### src/rtl/aec_pkg.sv
// Audio engine control: register map, reset values, types, shared functions.
// Assumes one 40 MHz system clock and a byte-addressed Avalon-MM slave port.
package aec_pkg;
  // Clock rate, used to pace samples at the programmed rate
  localparam int CLK_PERIOD_NS = 25;
  localparam logic [25:0] CLK_HZ = 26'(1_000_000_000 / CLK_PERIOD_NS);

  // Register byte offsets
  localparam logic [7:0] OFS_PB_VOL = 8'h80;
  localparam logic [7:0] OFS_SYN_VOL = 8'h84;
  localparam logic [7:0] OFS_SOUND = 8'h88;
  localparam logic [7:0] OFS_SYN_PLAY = 8'h8C;
  localparam logic [7:0] OFS_PB_START = 8'hB4;
  localparam logic [7:0] OFS_PB_LEN = 8'hB8;
  localparam logic [7:0] OFS_PB_PTR = 8'hBC;
  localparam logic [7:0] OFS_PB_RATE = 8'hC0;
  localparam logic [7:0] OFS_PB_FMT = 8'hC4;
  localparam logic [7:0] OFS_PB_LOOP = 8'hC8;
  localparam logic [7:0] OFS_PB_PLAY = 8'hCC;

  // Field positions
  localparam int SND_EFFECT_LSB = 0;
  localparam int SND_NOTE_LSB = 8;
  localparam int PLAY_BIT = 0;

  // Reset values
  localparam logic [7:0] RST_VOL = 8'hFF;
  localparam logic [15:0] RST_SOUND = 16'h0000;
  localparam logic [15:0] RST_RATE = 16'h1F40;
  localparam logic [19:0] RST_ADDR = 20'h00000;
  localparam logic [1:0] RST_FMT = 2'h0;
  localparam logic RST_LOOP = 1'b0;

  typedef enum logic [1:0] {
    FMT_LINEAR = 2'h0,
    FMT_ULAW = 2'h1,
    FMT_ADPCM = 2'h2,
    FMT_UNDEF = 2'h3
  } aec_fmt_type;

  typedef enum logic [1:0] {
    PB_IDLE = 2'h0,
    PB_FETCH = 2'h1,
    PB_EMIT = 2'h3
  } aec_pb_state_type;

  typedef struct packed {
    logic req;
    logic [19:0] addr;
  } aec_ram_req_type;

  typedef struct packed {
    logic valid;
    logic [15:0] data;
  } aec_sample_type;

  // IMA ADPCM step sizes and index adjustments
  localparam logic [15:0] IMA_STEP [89] = '{
    16'h0007, 16'h0008, 16'h0009, 16'h000A, 16'h000B, 16'h000C, 16'h000D, 16'h000E,
    16'h0010, 16'h0011, 16'h0013, 16'h0015, 16'h0017, 16'h0019, 16'h001C, 16'h001F,
    16'h0022, 16'h0025, 16'h0029, 16'h002D, 16'h0032, 16'h0037, 16'h003C, 16'h0042,
    16'h0049, 16'h0050, 16'h0058, 16'h0061, 16'h006B, 16'h0076, 16'h0082, 16'h008F,
    16'h009D, 16'h00AD, 16'h00BE, 16'h00D1, 16'h00E6, 16'h00FD, 16'h0117, 16'h0133,
    16'h0151, 16'h0173, 16'h0198, 16'h01C1, 16'h01EE, 16'h0220, 16'h0256, 16'h0292,
    16'h02D4, 16'h031C, 16'h036C, 16'h03C3, 16'h0424, 16'h048E, 16'h0502, 16'h0583,
    16'h0610, 16'h06AB, 16'h0756, 16'h0812, 16'h08E0, 16'h09C3, 16'h0ABD, 16'h0BD0,
    16'h0CFF, 16'h0E4C, 16'h0FBA, 16'h114C, 16'h1307, 16'h14EE, 16'h1706, 16'h1954,
    16'h1BDC, 16'h1EA5, 16'h21B6, 16'h2515, 16'h28CA, 16'h2CDF, 16'h315B, 16'h364B,
    16'h3BB9, 16'h41B2, 16'h4844, 16'h4F7E, 16'h5771, 16'h602F, 16'h69CE, 16'h7462,
    16'h7FFF};
  localparam logic signed [8:0] IMA_IDX_ADJ [8] = '{
    -9'sh001, -9'sh001, -9'sh001, -9'sh001, 9'sh002, 9'sh004, 9'sh006, 9'sh008};
  localparam logic [6:0] IMA_IDX_MAX = 7'h58;

  // Byte-enable merge of a bus write into a stored word
  function automatic logic [31:0] be_merge(input logic [31:0] old_val,
                                           input logic [31:0] new_val,
                                           input logic [3:0] be);
    logic [31:0] res;
    res = old_val;
    for (int i = 0; i < 4; i++)
    begin
      if (be[i])
      begin
        res[i*8 +: 8] = new_val[i*8 +: 8];
      end
    end
    return res;
  endfunction

  // Linear volume: sample * vol / 255, so 0xFF passes unchanged and 0 mutes
  function automatic logic [15:0] scale_volume(input logic [15:0] s, input logic [7:0] v);
    logic signed [24:0] prod;
    logic signed [24:0] quot;
    prod = 25'($signed(s)) * $signed({17'h00000, v});
    quot = prod / 25'sh00000FF;
    return quot[15:0];
  endfunction

  function automatic logic [15:0] ulaw_decode(input logic [7:0] code);
    logic [7:0] u;
    logic [16:0] mag;
    u = ~code;
    mag = (17'({u[3:0], 3'h0}) + 17'h00084) << u[6:4];
    return u[7] ? 16'(17'h00084 - mag) : 16'(mag - 17'h00084);
  endfunction
endpackage

### src/rtl/aec_audio_ctrl.sv
// Audio engine control: register file, synthesizer control, sample playback.
// Assumes sample RAM and the synthesizer sit on the same clock as this block.
`timescale 1ns/100ps
// Contract
// Sound select low byte chooses the synthesized effect.
// High byte is the MIDI note; non-pitched effects ignore it.
// Synth output scaled by 8-bit volume, reset 0xFF, zero mutes.
// Playback output scaled by separate 8-bit volume, reset 0xFF, zero mutes.
// Any write to playback trigger bit zero starts playback.
// Trigger bit reads one while playing, zero when done.
// Loop set restarts from start address after all data; else stop.
// Format 00 linear, 01 uLaw, 10 IMA ADPCM, 11 undefined.
// Synth play write starts effect; bit reads one while playing.
// Fetch from 20-bit start address for 20-bit byte length.
// Read-only 20-bit pointer shows address being played.
// Samples paced at 16-bit rate in hertz, reset 8000.
// Volume applies linearly as sample times volume over 255.
module aec_audio_ctrl (
  input wire logic sys_clk_in,
  input wire logic rst_b_in,
  input wire logic [7:0] avs_address_in,
  input wire logic avs_read_in,
  input wire logic avs_write_in,
  input wire logic [31:0] avs_writedata_in,
  input wire logic [3:0] avs_byteenable_in,
  output logic [31:0] avs_readdata_out,
  output logic avs_waitrequest_out,
  output aec_pkg::aec_ram_req_type ram_req_out,
  input wire logic ram_valid_in,
  input wire logic [7:0] ram_data_in,
  output logic [7:0] synth_effect_out,
  output logic [7:0] synth_note_out,
  output logic synth_play_out,
  input wire logic synth_busy_in,
  input wire logic synth_sample_valid_in,
  input wire logic [15:0] synth_sample_in,
  output aec_pkg::aec_sample_type synth_sample_out,
  output aec_pkg::aec_sample_type pb_sample_out
);
  logic ack;
  logic [31:0] rdata;
  logic [7:0] pb_vol, syn_vol;
  logic [15:0] sound;
  logic [15:0] rate;
  logic [19:0] start, len;
  logic [1:0] fmt;
  logic loop_en;
  logic syn_play;
  aec_pkg::aec_sample_type syn_out;
  aec_pkg::aec_pb_state_type state;
  logic [19:0] ptr, remain;
  logic [25:0] acc;
  logic [7:0] cur_byte;
  logic nib;

  logic next_ack;
  logic [31:0] next_rdata;
  logic [7:0] next_pb_vol, next_syn_vol;
  logic [15:0] next_sound;
  logic [15:0] next_rate;
  logic [19:0] next_start, next_len;
  logic [1:0] next_fmt;
  logic next_loop_en;
  logic next_syn_play;
  aec_pkg::aec_sample_type next_syn_out;
  aec_pkg::aec_pb_state_type next_state;
  logic [19:0] next_ptr, next_remain;
  logic [25:0] next_acc;
  logic [7:0] next_cur_byte;
  logic next_nib;

  logic take, wr_go, trigger, tick, dec_step, dec_restart, consume, last;

  // One wait cycle per access keeps read data registered
  assign take = (avs_read_in | avs_write_in) & ~ack;
  assign avs_waitrequest_out = take;
  assign wr_go = avs_write_in & ack;
  assign avs_readdata_out = rdata;
  // effect byte, R2: note byte
  assign synth_effect_out = sound[aec_pkg::SND_EFFECT_LSB +: 8];
  assign synth_note_out = sound[aec_pkg::SND_NOTE_LSB +: 8];
  assign synth_play_out = syn_play;
  assign synth_sample_out = syn_out;
  assign ram_req_out.req = (state == aec_pkg::PB_FETCH);
  assign ram_req_out.addr = ptr;

  // Register file and bus answer
  always_comb
  begin
    logic [31:0] wv;
    logic [31:0] cur;
    wv = 32'h00000000;
    cur = 32'h00000000;
    next_ack = take;
    next_pb_vol = pb_vol;
    next_syn_vol = syn_vol;
    next_sound = sound;
    next_rate = rate;
    next_start = start;
    next_len = len;
    next_fmt = fmt;
    next_loop_en = loop_en;
    next_syn_play = 1'b0;
    trigger = 1'b0;
    unique case (avs_address_in)
      aec_pkg::OFS_PB_VOL: cur = {24'h000000, pb_vol};
      aec_pkg::OFS_SYN_VOL: cur = {24'h000000, syn_vol};
      aec_pkg::OFS_SOUND: cur = {16'h0000, sound};
      // busy while effect plays
      aec_pkg::OFS_SYN_PLAY: cur = {31'h00000000, synth_busy_in | syn_play};
      aec_pkg::OFS_PB_START: cur = {12'h000, start};
      aec_pkg::OFS_PB_LEN: cur = {12'h000, len};
      // live read pointer
      aec_pkg::OFS_PB_PTR: cur = {12'h000, ptr};
      aec_pkg::OFS_PB_RATE: cur = {16'h0000, rate};
      aec_pkg::OFS_PB_FMT: cur = {30'h00000000, fmt};
      aec_pkg::OFS_PB_LOOP: cur = {31'h00000000, loop_en};
      // playback status readback
      aec_pkg::OFS_PB_PLAY: cur = {31'h00000000, state != aec_pkg::PB_IDLE};
      default: cur = 32'h00000000;
    endcase
    next_rdata = (take & avs_read_in) ? cur : rdata;
    if (wr_go)
    begin
      wv = aec_pkg::be_merge(cur, avs_writedata_in, avs_byteenable_in);
      unique case (avs_address_in)
        aec_pkg::OFS_PB_VOL: next_pb_vol = wv[7:0];
        aec_pkg::OFS_SYN_VOL: next_syn_vol = wv[7:0];
        aec_pkg::OFS_SOUND: next_sound = wv[15:0];
        // play pulse on any write with byte lane 0 enabled
        aec_pkg::OFS_SYN_PLAY: next_syn_play = avs_byteenable_in[0];
        aec_pkg::OFS_PB_START: next_start = wv[19:0];
        aec_pkg::OFS_PB_LEN: next_len = wv[19:0];
        aec_pkg::OFS_PB_RATE: next_rate = wv[15:0];
        aec_pkg::OFS_PB_FMT: next_fmt = wv[1:0];
        aec_pkg::OFS_PB_LOOP: next_loop_en = wv[0];
        // value written does not matter
        aec_pkg::OFS_PB_PLAY: trigger = avs_byteenable_in[0];
        default: next_syn_play = 1'b0;
      endcase
    end
  end

  // Synthesizer output scaling
  always_comb
  begin
    next_syn_out.valid = synth_sample_valid_in;
    // synth volume
    next_syn_out.data = synth_sample_valid_in ?
      aec_pkg::scale_volume(synth_sample_in, syn_vol) : syn_out.data;
  end

  // Playback sequencer
  always_comb
  begin
    logic [26:0] sum;
    // rate accumulator, one tick per 1/rate seconds
    sum = {1'b0, acc} + {11'h000, rate};
    // A tick due while fetching waits for the byte instead of being lost
    tick = (state == aec_pkg::PB_EMIT) && (sum >= {1'b0, aec_pkg::CLK_HZ});
    next_acc = tick ? 26'(sum - {1'b0, aec_pkg::CLK_HZ}) : sum[25:0];
    if (state == aec_pkg::PB_IDLE || (!tick && sum >= {1'b0, aec_pkg::CLK_HZ}))
    begin
      next_acc = (state == aec_pkg::PB_IDLE) ? 26'h0000000 : acc;
    end
    next_state = state;
    next_ptr = ptr;
    next_remain = remain;
    next_cur_byte = cur_byte;
    next_nib = nib;
    dec_step = 1'b0;
    dec_restart = 1'b0;
    consume = 1'b0;
    last = (remain == 20'h00001);
    unique case (state)
      aec_pkg::PB_IDLE: next_state = aec_pkg::PB_IDLE;
      aec_pkg::PB_FETCH:
      begin
        if (ram_valid_in)
        begin
          next_cur_byte = ram_data_in;
          next_nib = 1'b0;
          next_state = aec_pkg::PB_EMIT;
        end
      end
      aec_pkg::PB_EMIT:
      begin
        if (tick)
        begin
          dec_step = 1'b1;
          // ADPCM bytes carry two samples, low nibble first
          if (fmt == aec_pkg::FMT_ADPCM && !nib)
          begin
            next_nib = 1'b1;
          end
          else
          begin
            consume = 1'b1;
            // walk through the byte length
            next_ptr = ptr + 20'h00001;
            next_remain = remain - 20'h00001;
            next_state = aec_pkg::PB_FETCH;
            if (last)
            begin
              next_state = aec_pkg::PB_IDLE;
              // loop back to start
              if (loop_en && len != 20'h00000)
              begin
                next_ptr = start;
                next_remain = len;
                dec_restart = 1'b1;
                next_state = aec_pkg::PB_FETCH;
              end
            end
          end
        end
      end
    endcase
    // a new trigger restarts even a running playback
    if (trigger)
    begin
      next_ptr = start;
      next_remain = len;
      dec_restart = 1'b1;
      next_acc = 26'h0000000;
      next_state = (len == 20'h00000) ? aec_pkg::PB_IDLE : aec_pkg::PB_FETCH;
    end
  end

  always_ff @(posedge sys_clk_in)
  begin
    if (!rst_b_in)
    begin
      ack <= 1'b0;
      rdata <= 32'h00000000;
      pb_vol <= aec_pkg::RST_VOL;
      syn_vol <= aec_pkg::RST_VOL;
      sound <= aec_pkg::RST_SOUND;
      rate <= aec_pkg::RST_RATE;
      start <= aec_pkg::RST_ADDR;
      len <= aec_pkg::RST_ADDR;
      fmt <= aec_pkg::RST_FMT;
      loop_en <= aec_pkg::RST_LOOP;
      syn_play <= 1'b0;
      syn_out <= '0;
      state <= aec_pkg::PB_IDLE;
      ptr <= aec_pkg::RST_ADDR;
      remain <= aec_pkg::RST_ADDR;
      acc <= 26'h0000000;
      cur_byte <= 8'h00;
      nib <= 1'b0;
    end
    else
    begin
      ack <= next_ack;
      rdata <= next_rdata;
      pb_vol <= next_pb_vol;
      syn_vol <= next_syn_vol;
      sound <= next_sound;
      rate <= next_rate;
      start <= next_start;
      len <= next_len;
      fmt <= next_fmt;
      loop_en <= next_loop_en;
      syn_play <= next_syn_play;
      syn_out <= next_syn_out;
      state <= next_state;
      ptr <= next_ptr;
      remain <= next_remain;
      acc <= next_acc;
      cur_byte <= next_cur_byte;
      nib <= next_nib;
    end
  end

  aec_sample_decode u_decode (
    .sys_clk_in(sys_clk_in),
    .rst_b_in(rst_b_in),
    .format_in(fmt),
    .byte_in(cur_byte),
    .nibble_hi_in(nib),
    .step_in(dec_step),
    .restart_in(dec_restart),
    .volume_in(pb_vol),
    .sample_out(pb_sample_out)
  );
endmodule

### src/rtl/aec_sample_decode.sv
// Sample decoder: linear, uLaw and IMA ADPCM, followed by volume scaling.
// Assumes one step pulse per output sample; restart clears ADPCM history.
`timescale 1ns/100ps
module aec_sample_decode (
  input wire logic sys_clk_in,
  input wire logic rst_b_in,
  input wire logic [1:0] format_in,
  input wire logic [7:0] byte_in,
  input wire logic nibble_hi_in,
  input wire logic step_in,
  input wire logic restart_in,
  input wire logic [7:0] volume_in,
  output aec_pkg::aec_sample_type sample_out
);
  logic signed [15:0] pred;
  logic [6:0] idx;
  logic signed [15:0] next_pred;
  logic [6:0] next_idx;
  aec_pkg::aec_sample_type next_sample;

  always_comb
  begin
    logic [3:0] code;
    logic [17:0] stp;
    logic [17:0] diff;
    logic signed [18:0] sum;
    logic signed [8:0] ix;
    logic [15:0] raw;
    code = nibble_hi_in ? byte_in[7:4] : byte_in[3:0];
    stp = {2'h0, aec_pkg::IMA_STEP[idx]};
    diff = stp >> 3;
    sum = 19'sh00000;
    ix = 9'sh000;
    raw = 16'h0000;
    next_pred = pred;
    next_idx = idx;
    next_sample.valid = step_in;
    next_sample.data = sample_out.data;
    if (code[2])
    begin
      diff = diff + stp;
    end
    if (code[1])
    begin
      diff = diff + (stp >> 1);
    end
    if (code[0])
    begin
      diff = diff + (stp >> 2);
    end
    // format decides decoding
    unique case (format_in)
      aec_pkg::FMT_LINEAR: raw = {byte_in, 8'h00};
      aec_pkg::FMT_ULAW: raw = aec_pkg::ulaw_decode(byte_in);
      aec_pkg::FMT_ADPCM:
      begin
        sum = code[3] ? 19'(pred) - $signed({1'b0, diff}) : 19'(pred) + $signed({1'b0, diff});
        // Saturate instead of wrapping, wraps sound like loud clicks
        if (sum > 19'sh07FFF)
        begin
          sum = 19'sh07FFF;
        end
        else if (sum < -19'sh08000)
        begin
          sum = -19'sh08000;
        end
        ix = $signed({2'h0, idx}) + aec_pkg::IMA_IDX_ADJ[code[2:0]];
        if (ix < 9'sh000)
        begin
          ix = 9'sh000;
        end
        else if (ix > $signed({2'h0, aec_pkg::IMA_IDX_MAX}))
        begin
          ix = $signed({2'h0, aec_pkg::IMA_IDX_MAX});
        end
        raw = sum[15:0];
        if (step_in)
        begin
          next_pred = sum[15:0];
          next_idx = ix[6:0];
        end
      end
      // Undefined format plays silence
      aec_pkg::FMT_UNDEF: raw = 16'h0000;
    endcase
    if (step_in)
    begin
      // playback volume
      // linear scaling
      next_sample.data = aec_pkg::scale_volume(raw, volume_in);
    end
    if (restart_in)
    begin
      next_pred = 16'sh0000;
      next_idx = 7'h00;
    end
  end

  always_ff @(posedge sys_clk_in)
  begin
    if (!rst_b_in)
    begin
      pred <= 16'sh0000;
      idx <= 7'h00;
      sample_out <= '0;
    end
    else
    begin
      pred <= next_pred;
      idx <= next_idx;
      sample_out <= next_sample;
    end
  end
endmodule

### config.mk
export PLATFORM = sky130hd
export DESIGN_NAME = aec_audio_ctrl
export DESIGN_NICKNAME = d
export VERILOG_FILES = /design/src/rtl/aec_pkg.sv /design/src/rtl/aec_audio_ctrl.sv /design/src/rtl/aec_sample_decode.sv
export SDC_FILE = /design/constraint.sdc
export NUM_CORES = 2
export LEC_CHECK = 0
export ABC_AREA = 0
export BUFFER_PORTS_ARGS = -buffer_cell sky130_fd_sc_hd__buf_2
export CORE_AREA = 3 3 252 254
export CTS_CLUSTER_SIZE = 25
export DETAILED_ROUTE_END_ITERATION = 6
export DIE_AREA = 0 0 255 257
export PLACE_DENSITY = 0.86
export SLEW_MARGIN = 20
export SYNTH_ARGS = -nofsm -noshare
export SYNTH_HDL_FRONTEND = slang
export SYNTH_SLANG_ARGS = --single-unit
### constraint.sdc
create_clock -name sys_clk_in -period 34.5 [get_ports sys_clk_in]
set_input_delay 3.45 -clock sys_clk_in [delete_from_list [all_inputs] [get_ports sys_clk_in]]
set_output_delay 3.45 -clock sys_clk_in [all_outputs]
set_load 0.05 [all_outputs]
-- After elaboration in Yosys (flattened, before gate mapping)
Memory sizes are Yosys's and may differ from the RTL's.
Index checks and enable logic that the tools add are counted.
- memories: 2
- input bits: 75
- output and inout bits: 105
- logic and storage cells: 172
- ROM bits: 2120
- register bits: 259
- $mul: 2
- muxes and demuxes: 56
- equal/unequal tests: 25
- div/mod/pow operators: 2
- shifts and indexed selects: 1
- reduce and logical (&&, ||, !) cells: 31
- order comparisons: 7
- add/subtract/negate cells: 13
- bitwise operators: 10
- memory list (name ; words ; bits a word ; rd ports ; clocked after Yosys merged registers in ; write ports ; RTL line ; RTL):
    (no name shown) ; 128 ; 16 ; 1 ; 0 ; 0 ; aec_sample_decode.sv:30 ; stp = {2'h0, aec_pkg::IMA_STEP[idx]};
    (no name shown) ; 8 ; 9 ; 1 ; 0 ; 0 ; aec_sample_decode.sv:67 ; ix = $signed({2'h0, idx}) + aec_pkg::IMA_IDX_ADJ[code[2:0]];
- operators by type and width (operator ; number):
    20-bit 2-to-1 mux ; 12
    20-bit case mux with 11 select lines ; 1
    8-bit equality test, second input constant ; 11
    16-bit 2-to-1 mux ; 5
    26-bit 2-to-1 mux ; 3
    16-bit case mux with 4 select lines ; 1
    25-bit by 9-bit divider with 25-bit output, second input constant ; 2
    16-bit by 9-bit multiplier with 25-bit output ; 2
    18-bit 2-to-1 mux ; 2
    26-bit by 16-bit adder with 27-bit output ; 1
    27-bit by 26-bit greater-or-equal comparator with 1-bit output, second input constant ; 1
    26-bit subtractor, second input constant ; 1
    20-bit by 1-bit adder with 20-bit output, second input constant ; 1
    20-bit by 1-bit equality test with 1-bit output, second input constant ; 1
    20-bit logical NOT ; 1
    2-bit AND reduction ; 10
    20-bit nonzero test ; 1
    20-bit by 1-bit subtractor with 20-bit output, second input constant ; 1
    16-bit by 19-bit adder with 19-bit output ; 1
    19-bit by 16-bit > comparator with 1-bit output, second input constant ; 1
    19-bit by 16-bit less-than comparator with 1-bit output, second input constant ; 1
    19-bit 2-to-1 mux ; 1
    16-bit by 19-bit subtractor with 19-bit output ; 1
    18-bit by 14-bit adder with 18-bit output ; 1
    40 further kinds ; 84

-- Longest topological paths before layout
- depth in word-level cells: 18
- depth in mapped cells: 129
- mapped depth without buffers: 116

-- By module
From an unflattened synthesis, not the netlist that was laid out.
- cell total of the unflattened synthesis: 5563
- area total of the unflattened synthesis: 40898.0 µm²
- by module, submodules not included (module ; times used ; area each (µm²) ; seq. area each (µm²) ; cells an instance):
    aec_audio_ctrl ; 1 ; 21589.5 ; 4144.0 ; 2856
    aec_sample_decode ; 1 ; 19308.5 ; 800.8 ; 2707

-- Worst setup path before layout
No wires, ideal clock.
- path type: register -> register
- from: register u_decode.idx[1]
- to: register u_decode.sample_out[14] (netlist bit)
- period minus slack after synthesis: 27.050 ns
- setup time: 0.086 ns
- path slack: 7.450 ns
- path buffers: 10
- required time: 34.414 ns
- data arrival time: 26.965 ns
- stages on the path, launching flop included: 119
- cells stage by stage: dfxtp_1 > clkbuf_1 > inv_1 > ha_1 > clkbuf_1 > clkbuf_1 > a32oi_1 > o21ai_0 > o21ai_0 > o21ai_0 > a21oi_1 > inv_1 > ha_1 > fa_1 > a21o_1 > a21oi_1 > xnor2_1 > mux2_2 > [... 83 more ...] > o21ai_1 > o21ai_0 > ha_1 > nand2_1 > a211oi_1 > a31o_2 > a41oi_1 > or2_2 > o211a_1 > o2111a_1 > nor2b_1 > ha_1 > nand2_1 > o21ai_0 > o21ai_0 > a21oi_1 > xnor2_1 > a211oi_1
- cells in the longest elaborated chain, start to end: 18
- elaborated cells on any way between the ends: 20
- classes of those cells: add/sub: 5; mul: 1; div: 1; order compare: 2; mux: 9; bitwise: 1; memory: 1
- RTL lines (element ; RTL line ; RTL):
    from (decl) ; aec_sample_decode.sv:16 ; logic [6:0] idx;
    from (signal assigned) ; aec_sample_decode.sv:110 ; idx <= next_idx;
    7-bit NOT with 8-bit output (implied by the code) (*) ; aec_sample_decode.sv:30 ;
    memory read 128 x 16 bit (*) ; - ;
    16-bit 2-to-1 mux (implied by the code) (*) (2 in series) ; aec_sample_decode.sv:30 ;
    13-bit by 16-bit adder with 17-bit output ; aec_sample_decode.sv:41 ; diff = diff + stp;
    17-bit 2-to-1 mux ; aec_sample_decode.sv:39 ; if (code[2])
    18-bit by 15-bit adder with 18-bit output ; aec_sample_decode.sv:45 ; diff = diff + (stp >> 1);
    18-bit 2-to-1 mux ; aec_sample_decode.sv:43 ; if (code[1])
    18-bit by 14-bit adder with 18-bit output ; aec_sample_decode.sv:49 ; diff = diff + (stp >> 2);
    18-bit 2-to-1 mux (*) ; aec_sample_decode.sv:47 ; if (code[0])
    16-bit by 19-bit adder with 19-bit output / 16-bit by 19-bit subtractor with 19-bit output (equally long branches) ; aec_sample_decode.sv:57 ; sum = code[3] ? 19'(pred) - $signed({1'b0, diff}) : 19'(pred) + $signed({1'b0, diff});
    19-bit 2-to-1 mux (*) ; aec_sample_decode.sv:57 ;
    19-bit by 16-bit less-than comparator with 1-bit output ; aec_sample_decode.sv:63 ; else if (sum < -19'sh08000)
    16-bit 2-to-1 mux ; aec_sample_decode.sv:63 ;
    16-bit 2-to-1 mux (*) ; aec_sample_decode.sv:59 ; if (sum > 19'sh07FFF)
    16-bit case mux with 4 select lines (*) ; aec_sample_decode.sv:52 ; unique case (format_in)
    16-bit by 9-bit multiplier with 25-bit output (*) ; aec_pkg.sv:95 ; prod = 25'($signed(s)) * $signed({17'h00000, v});
    25-bit by 9-bit divider with 25-bit output (*) ; aec_pkg.sv:96 ; quot = prod / 25'sh00000FF;
    to (signal assigned) ; aec_sample_decode.sv:111 ; sample_out <= next_sample;
    to (decl) ; aec_sample_decode.sv:13 ; output aec_pkg::aec_sample_type sample_out
Mark *: on every way between the ends. The rest lies on a longest branch, timed or not. The select of a mux whose other input is x is not followed.
A chain may end at the register's enable or synchronous reset.

-- Final worst setup path
Ends and elaborated chain as after synthesis.

==> flow_metrics.tcl <==
set metrics [dict create \
    status "finished clean" \
    cpPeakStageDelay_ns 0.72 \
    die_h_um 257 \
    pin_count 180 \
    multi_input_area_um2 32300 \
    slew_viol_final 0 \
    finalNonFillerCells 6285 \
    initial_core_util_pct 64.6 \
    cp.required_ns 35.00 \
    period_minus_slack_ns 32.15 \
    maxClockFrequency_ghz 0.0311 \
    drc_errors 0 \
    htree_levels 1 \
    synth.largest_area_cell "dfxtp_1" \
    postRouteWirelength_mm 117 \
    grt_antenna_before_repair 7 \
    ys_seq_area_share_pct 12.4 \
    start_kind "register" \
    cpMaxStageDelayCell "xor2_1" \
    globalplace.congestion 0.988 \
    rsz0062_at_grt "no" \
    core_region_area_um2 61500 \
    clk_latency_ns 0.59 \
    worstSetupPathType "reg -> reg" \
    tightest_slew_ns 1.16 \
    setup_viol 0 \
    post_cts.repair.setup_buffers 0 \
    slew_headroom_pct 20.3 \
    max_cap_viol_count 0 \
    finalCritPeriodShare_pct 93.2 \
    dp_hpwl_mm 88.9 \
    grt_pass1_wl_mm 192 \
    core.rowCount 91 \
    synth_seq_cells 247 \
    yosysTopAreaCellShare_pct 12.4 \
    grt_max_degree 106 \
    final_nets 5963 \
    timing.setup.tns_ns 0 \
    cts_root_buffer "clkbuf_16" \
    postRouteAntennaNets 0 \
    cts_tree "built" \
    layout-drive-gt1-share_pct 7.80 \
    fp.dieArea_um2 65500 \
    grt_use_total_pct 34.5 \
    grt_pass1_vias 39000 \
    yosys.cell_types.count 139 \
    finalHoldViolations 0 \
    drt_iter0_markers 3910 \
    critPathMaxFanout 22 \
    synth-edff-count 0 \
    layout_setup_ws_ns 2.35 \
    place_worst_setup_slack_ns 2.36 \
    hold_path.class "reg -> reg" \
    synth_flop_cell "dfxtp_1" \
    arrival_ns 32.65 \
    fin_util_pct 68.1 \
    clock_path_buffers 3 \
    critPathCaptureType "register" \
    wire_per_inst_um 18.6 \
    yosys-top-cells-area "dfxtp_1, fa_1, ha_1" \
    async_reset_ff_share_pct 0 \
    avgSynthCellArea_um2 7.24 \
    holdBufCountCts 0 \
    worst-path-buf-inv 8 \
    yosysWarnings 0 \
    num_vias 41600 \
    grt-ovfl-total 0 \
    post_cts_resized 0 \
    io_buffers 154 \
    dp_cells 6227 \
    synth_cells 5488 \
    synthesis.area_um2 39700 \
    dr.pass1.iters 7 \
    fp.dieW_um 255 \
    seq_area_um2 4950 \
    crit_family "compound AO/OA/AOI/OAI gates" \
    vias_per_cell 6.62 \
    clock-sinks 247 \
    cts-buffers-inserted 29 \
    clock_skew_ns 0.0148 \
    syn2layout_area_growth_pct 5.36 \
    fillers 5148 \
    clk_pin_slew_ns 0.06 \
]
==> Yosys cell counts, types with 35 or more instances <==
master and instances:
a31oi_1 58, o31ai_1 39, nand2b_1 71, or2_2 35
nor3b_1 38, a211oi_1 97, o21ai_1 40, and2_1 173
o21a_1 44, clkbuf_1 185, o211ai_1 56, nand2_1 634
mux2i_1 76, o21ai_0 252, o22ai_1 35, dfxtp_1 247
nor3_1 154, nand4_1 45, or3_1 53, xor2_1 101
ha_1 210, fa_1 210, nor2_1 502, and3_1 80
inv_1 393, a21oi_1 434, nor2b_1 46, nand3_1 176
nor4_1 58, a22oi_1 63, xnor2_1 190, a21o_1 67
==> state kept, by name, indices dropped and copies added, names as in the netlist, 17 cells and up <==
signal	count
acc	26
avs_readdata_out	20
len	20
ptr	20
remain	20
start	20
synth_sample_out	17
u_decode.sample_out	17
==> layout make-up <==
type	count	share of cell area, %
Antenna cell	5	0.0299
Inverter	400	3.62
Tap cell	790	2.36
Multi-Input combinational cell	4601	77.2
Sequential cell	247	11.8
Timing Repair Buffer	189	2.47
Clock inverter	19	0.661
Clock buffer	34	1.85
==> per-stage QoR <==
stage                     instance area (um^2)  hold WS, ns
final                                    41800        0.447
after floorplan                          39800        0.442
after global routing                     41800        0.473
after global placement                   40800        0.432
after CTS                                41800        0.448
after detailed placement                 40800        0.440
==> per-layer routing <==
layer / track usage [%] / part of all wire, % / up-vias
li1: - / - / 19700
met5: 0 / 0.028 / -
met3: 6.04 / 9.0 / 351
met4: 14.2 / 4.2 / 6
met1: 44.9 / 41 / 19600
met2: 56.6 / 46 / 1950
==> final timing paths <==
path / from / end / slack [ns] / cells after the start
worst max-delay path: u_decode.idx[1]$_SDFFE_PP0P_ / u_decode.sample_out[14]$_SDFFE_PN0P_ / 2.35 / 112
worst min-delay path: synth_sample_out[11]$_SDFFE_PN0P_ / synth_sample_out[11]$_SDFFE_PN0P_ / 0.45 / 2
worst max register to register: u_decode.idx[1]$_SDFFE_PP0P_ / u_decode.sample_out[14]$_SDFFE_PN0P_ / 2.35 / 112
worst min register to register: synth_sample_out[11]$_SDFFE_PN0P_ / synth_sample_out[11]$_SDFFE_PN0P_ / 0.45 / 2
==> tightest hold or removal path: cells and delay by family (launching register included) <==
family,cells,cell delay [ns]
DFF,1,0.31
and+or+nand+nor,1,0.05
AOI/OAI and AO/OA,1,0.05
==> cell families (layout without fill, tap and decap cells) <==
| kind of cell | count (synthesis) | in the layout | synth area share, % |
|---|---|---|---|
| buf+inv | 651 | 642 | 6.50 |
| flops | 247 | 247 | 12.4 |
| mux | 111 | 111 | 3.02 |
| other cells | 1 | 17 | 0.00944 |
| simple gates | 2173 | 2173 | 26.9 |
| xor+xnor | 296 | 296 | 6.64 |
| fa+ha+maj | 425 | 425 | 17.3 |
| compound gates | 1584 | 1584 | 27.2 |
==> cells in the final DEF, fill, tap and decap left out, types with 71 or more instances in the layout <==
cell type and n:
and3_1 80, mux2i_1 74, buf_2 154, inv_1 392, nand3_1 176, fa_1 210, xor2_1 101, and2_1 173
dfxtp_1 243, nor2_1 498, a211oi_1 97, o21ai_0 251, xnor2_1 190, ha_1 210, nand2b_1 71, nor3_1 154
nand2_1 634, a21oi_1 434
Power is not shown: default switching activity piles up to over one toggle a cycle in this logic, so the estimate is an artifact.
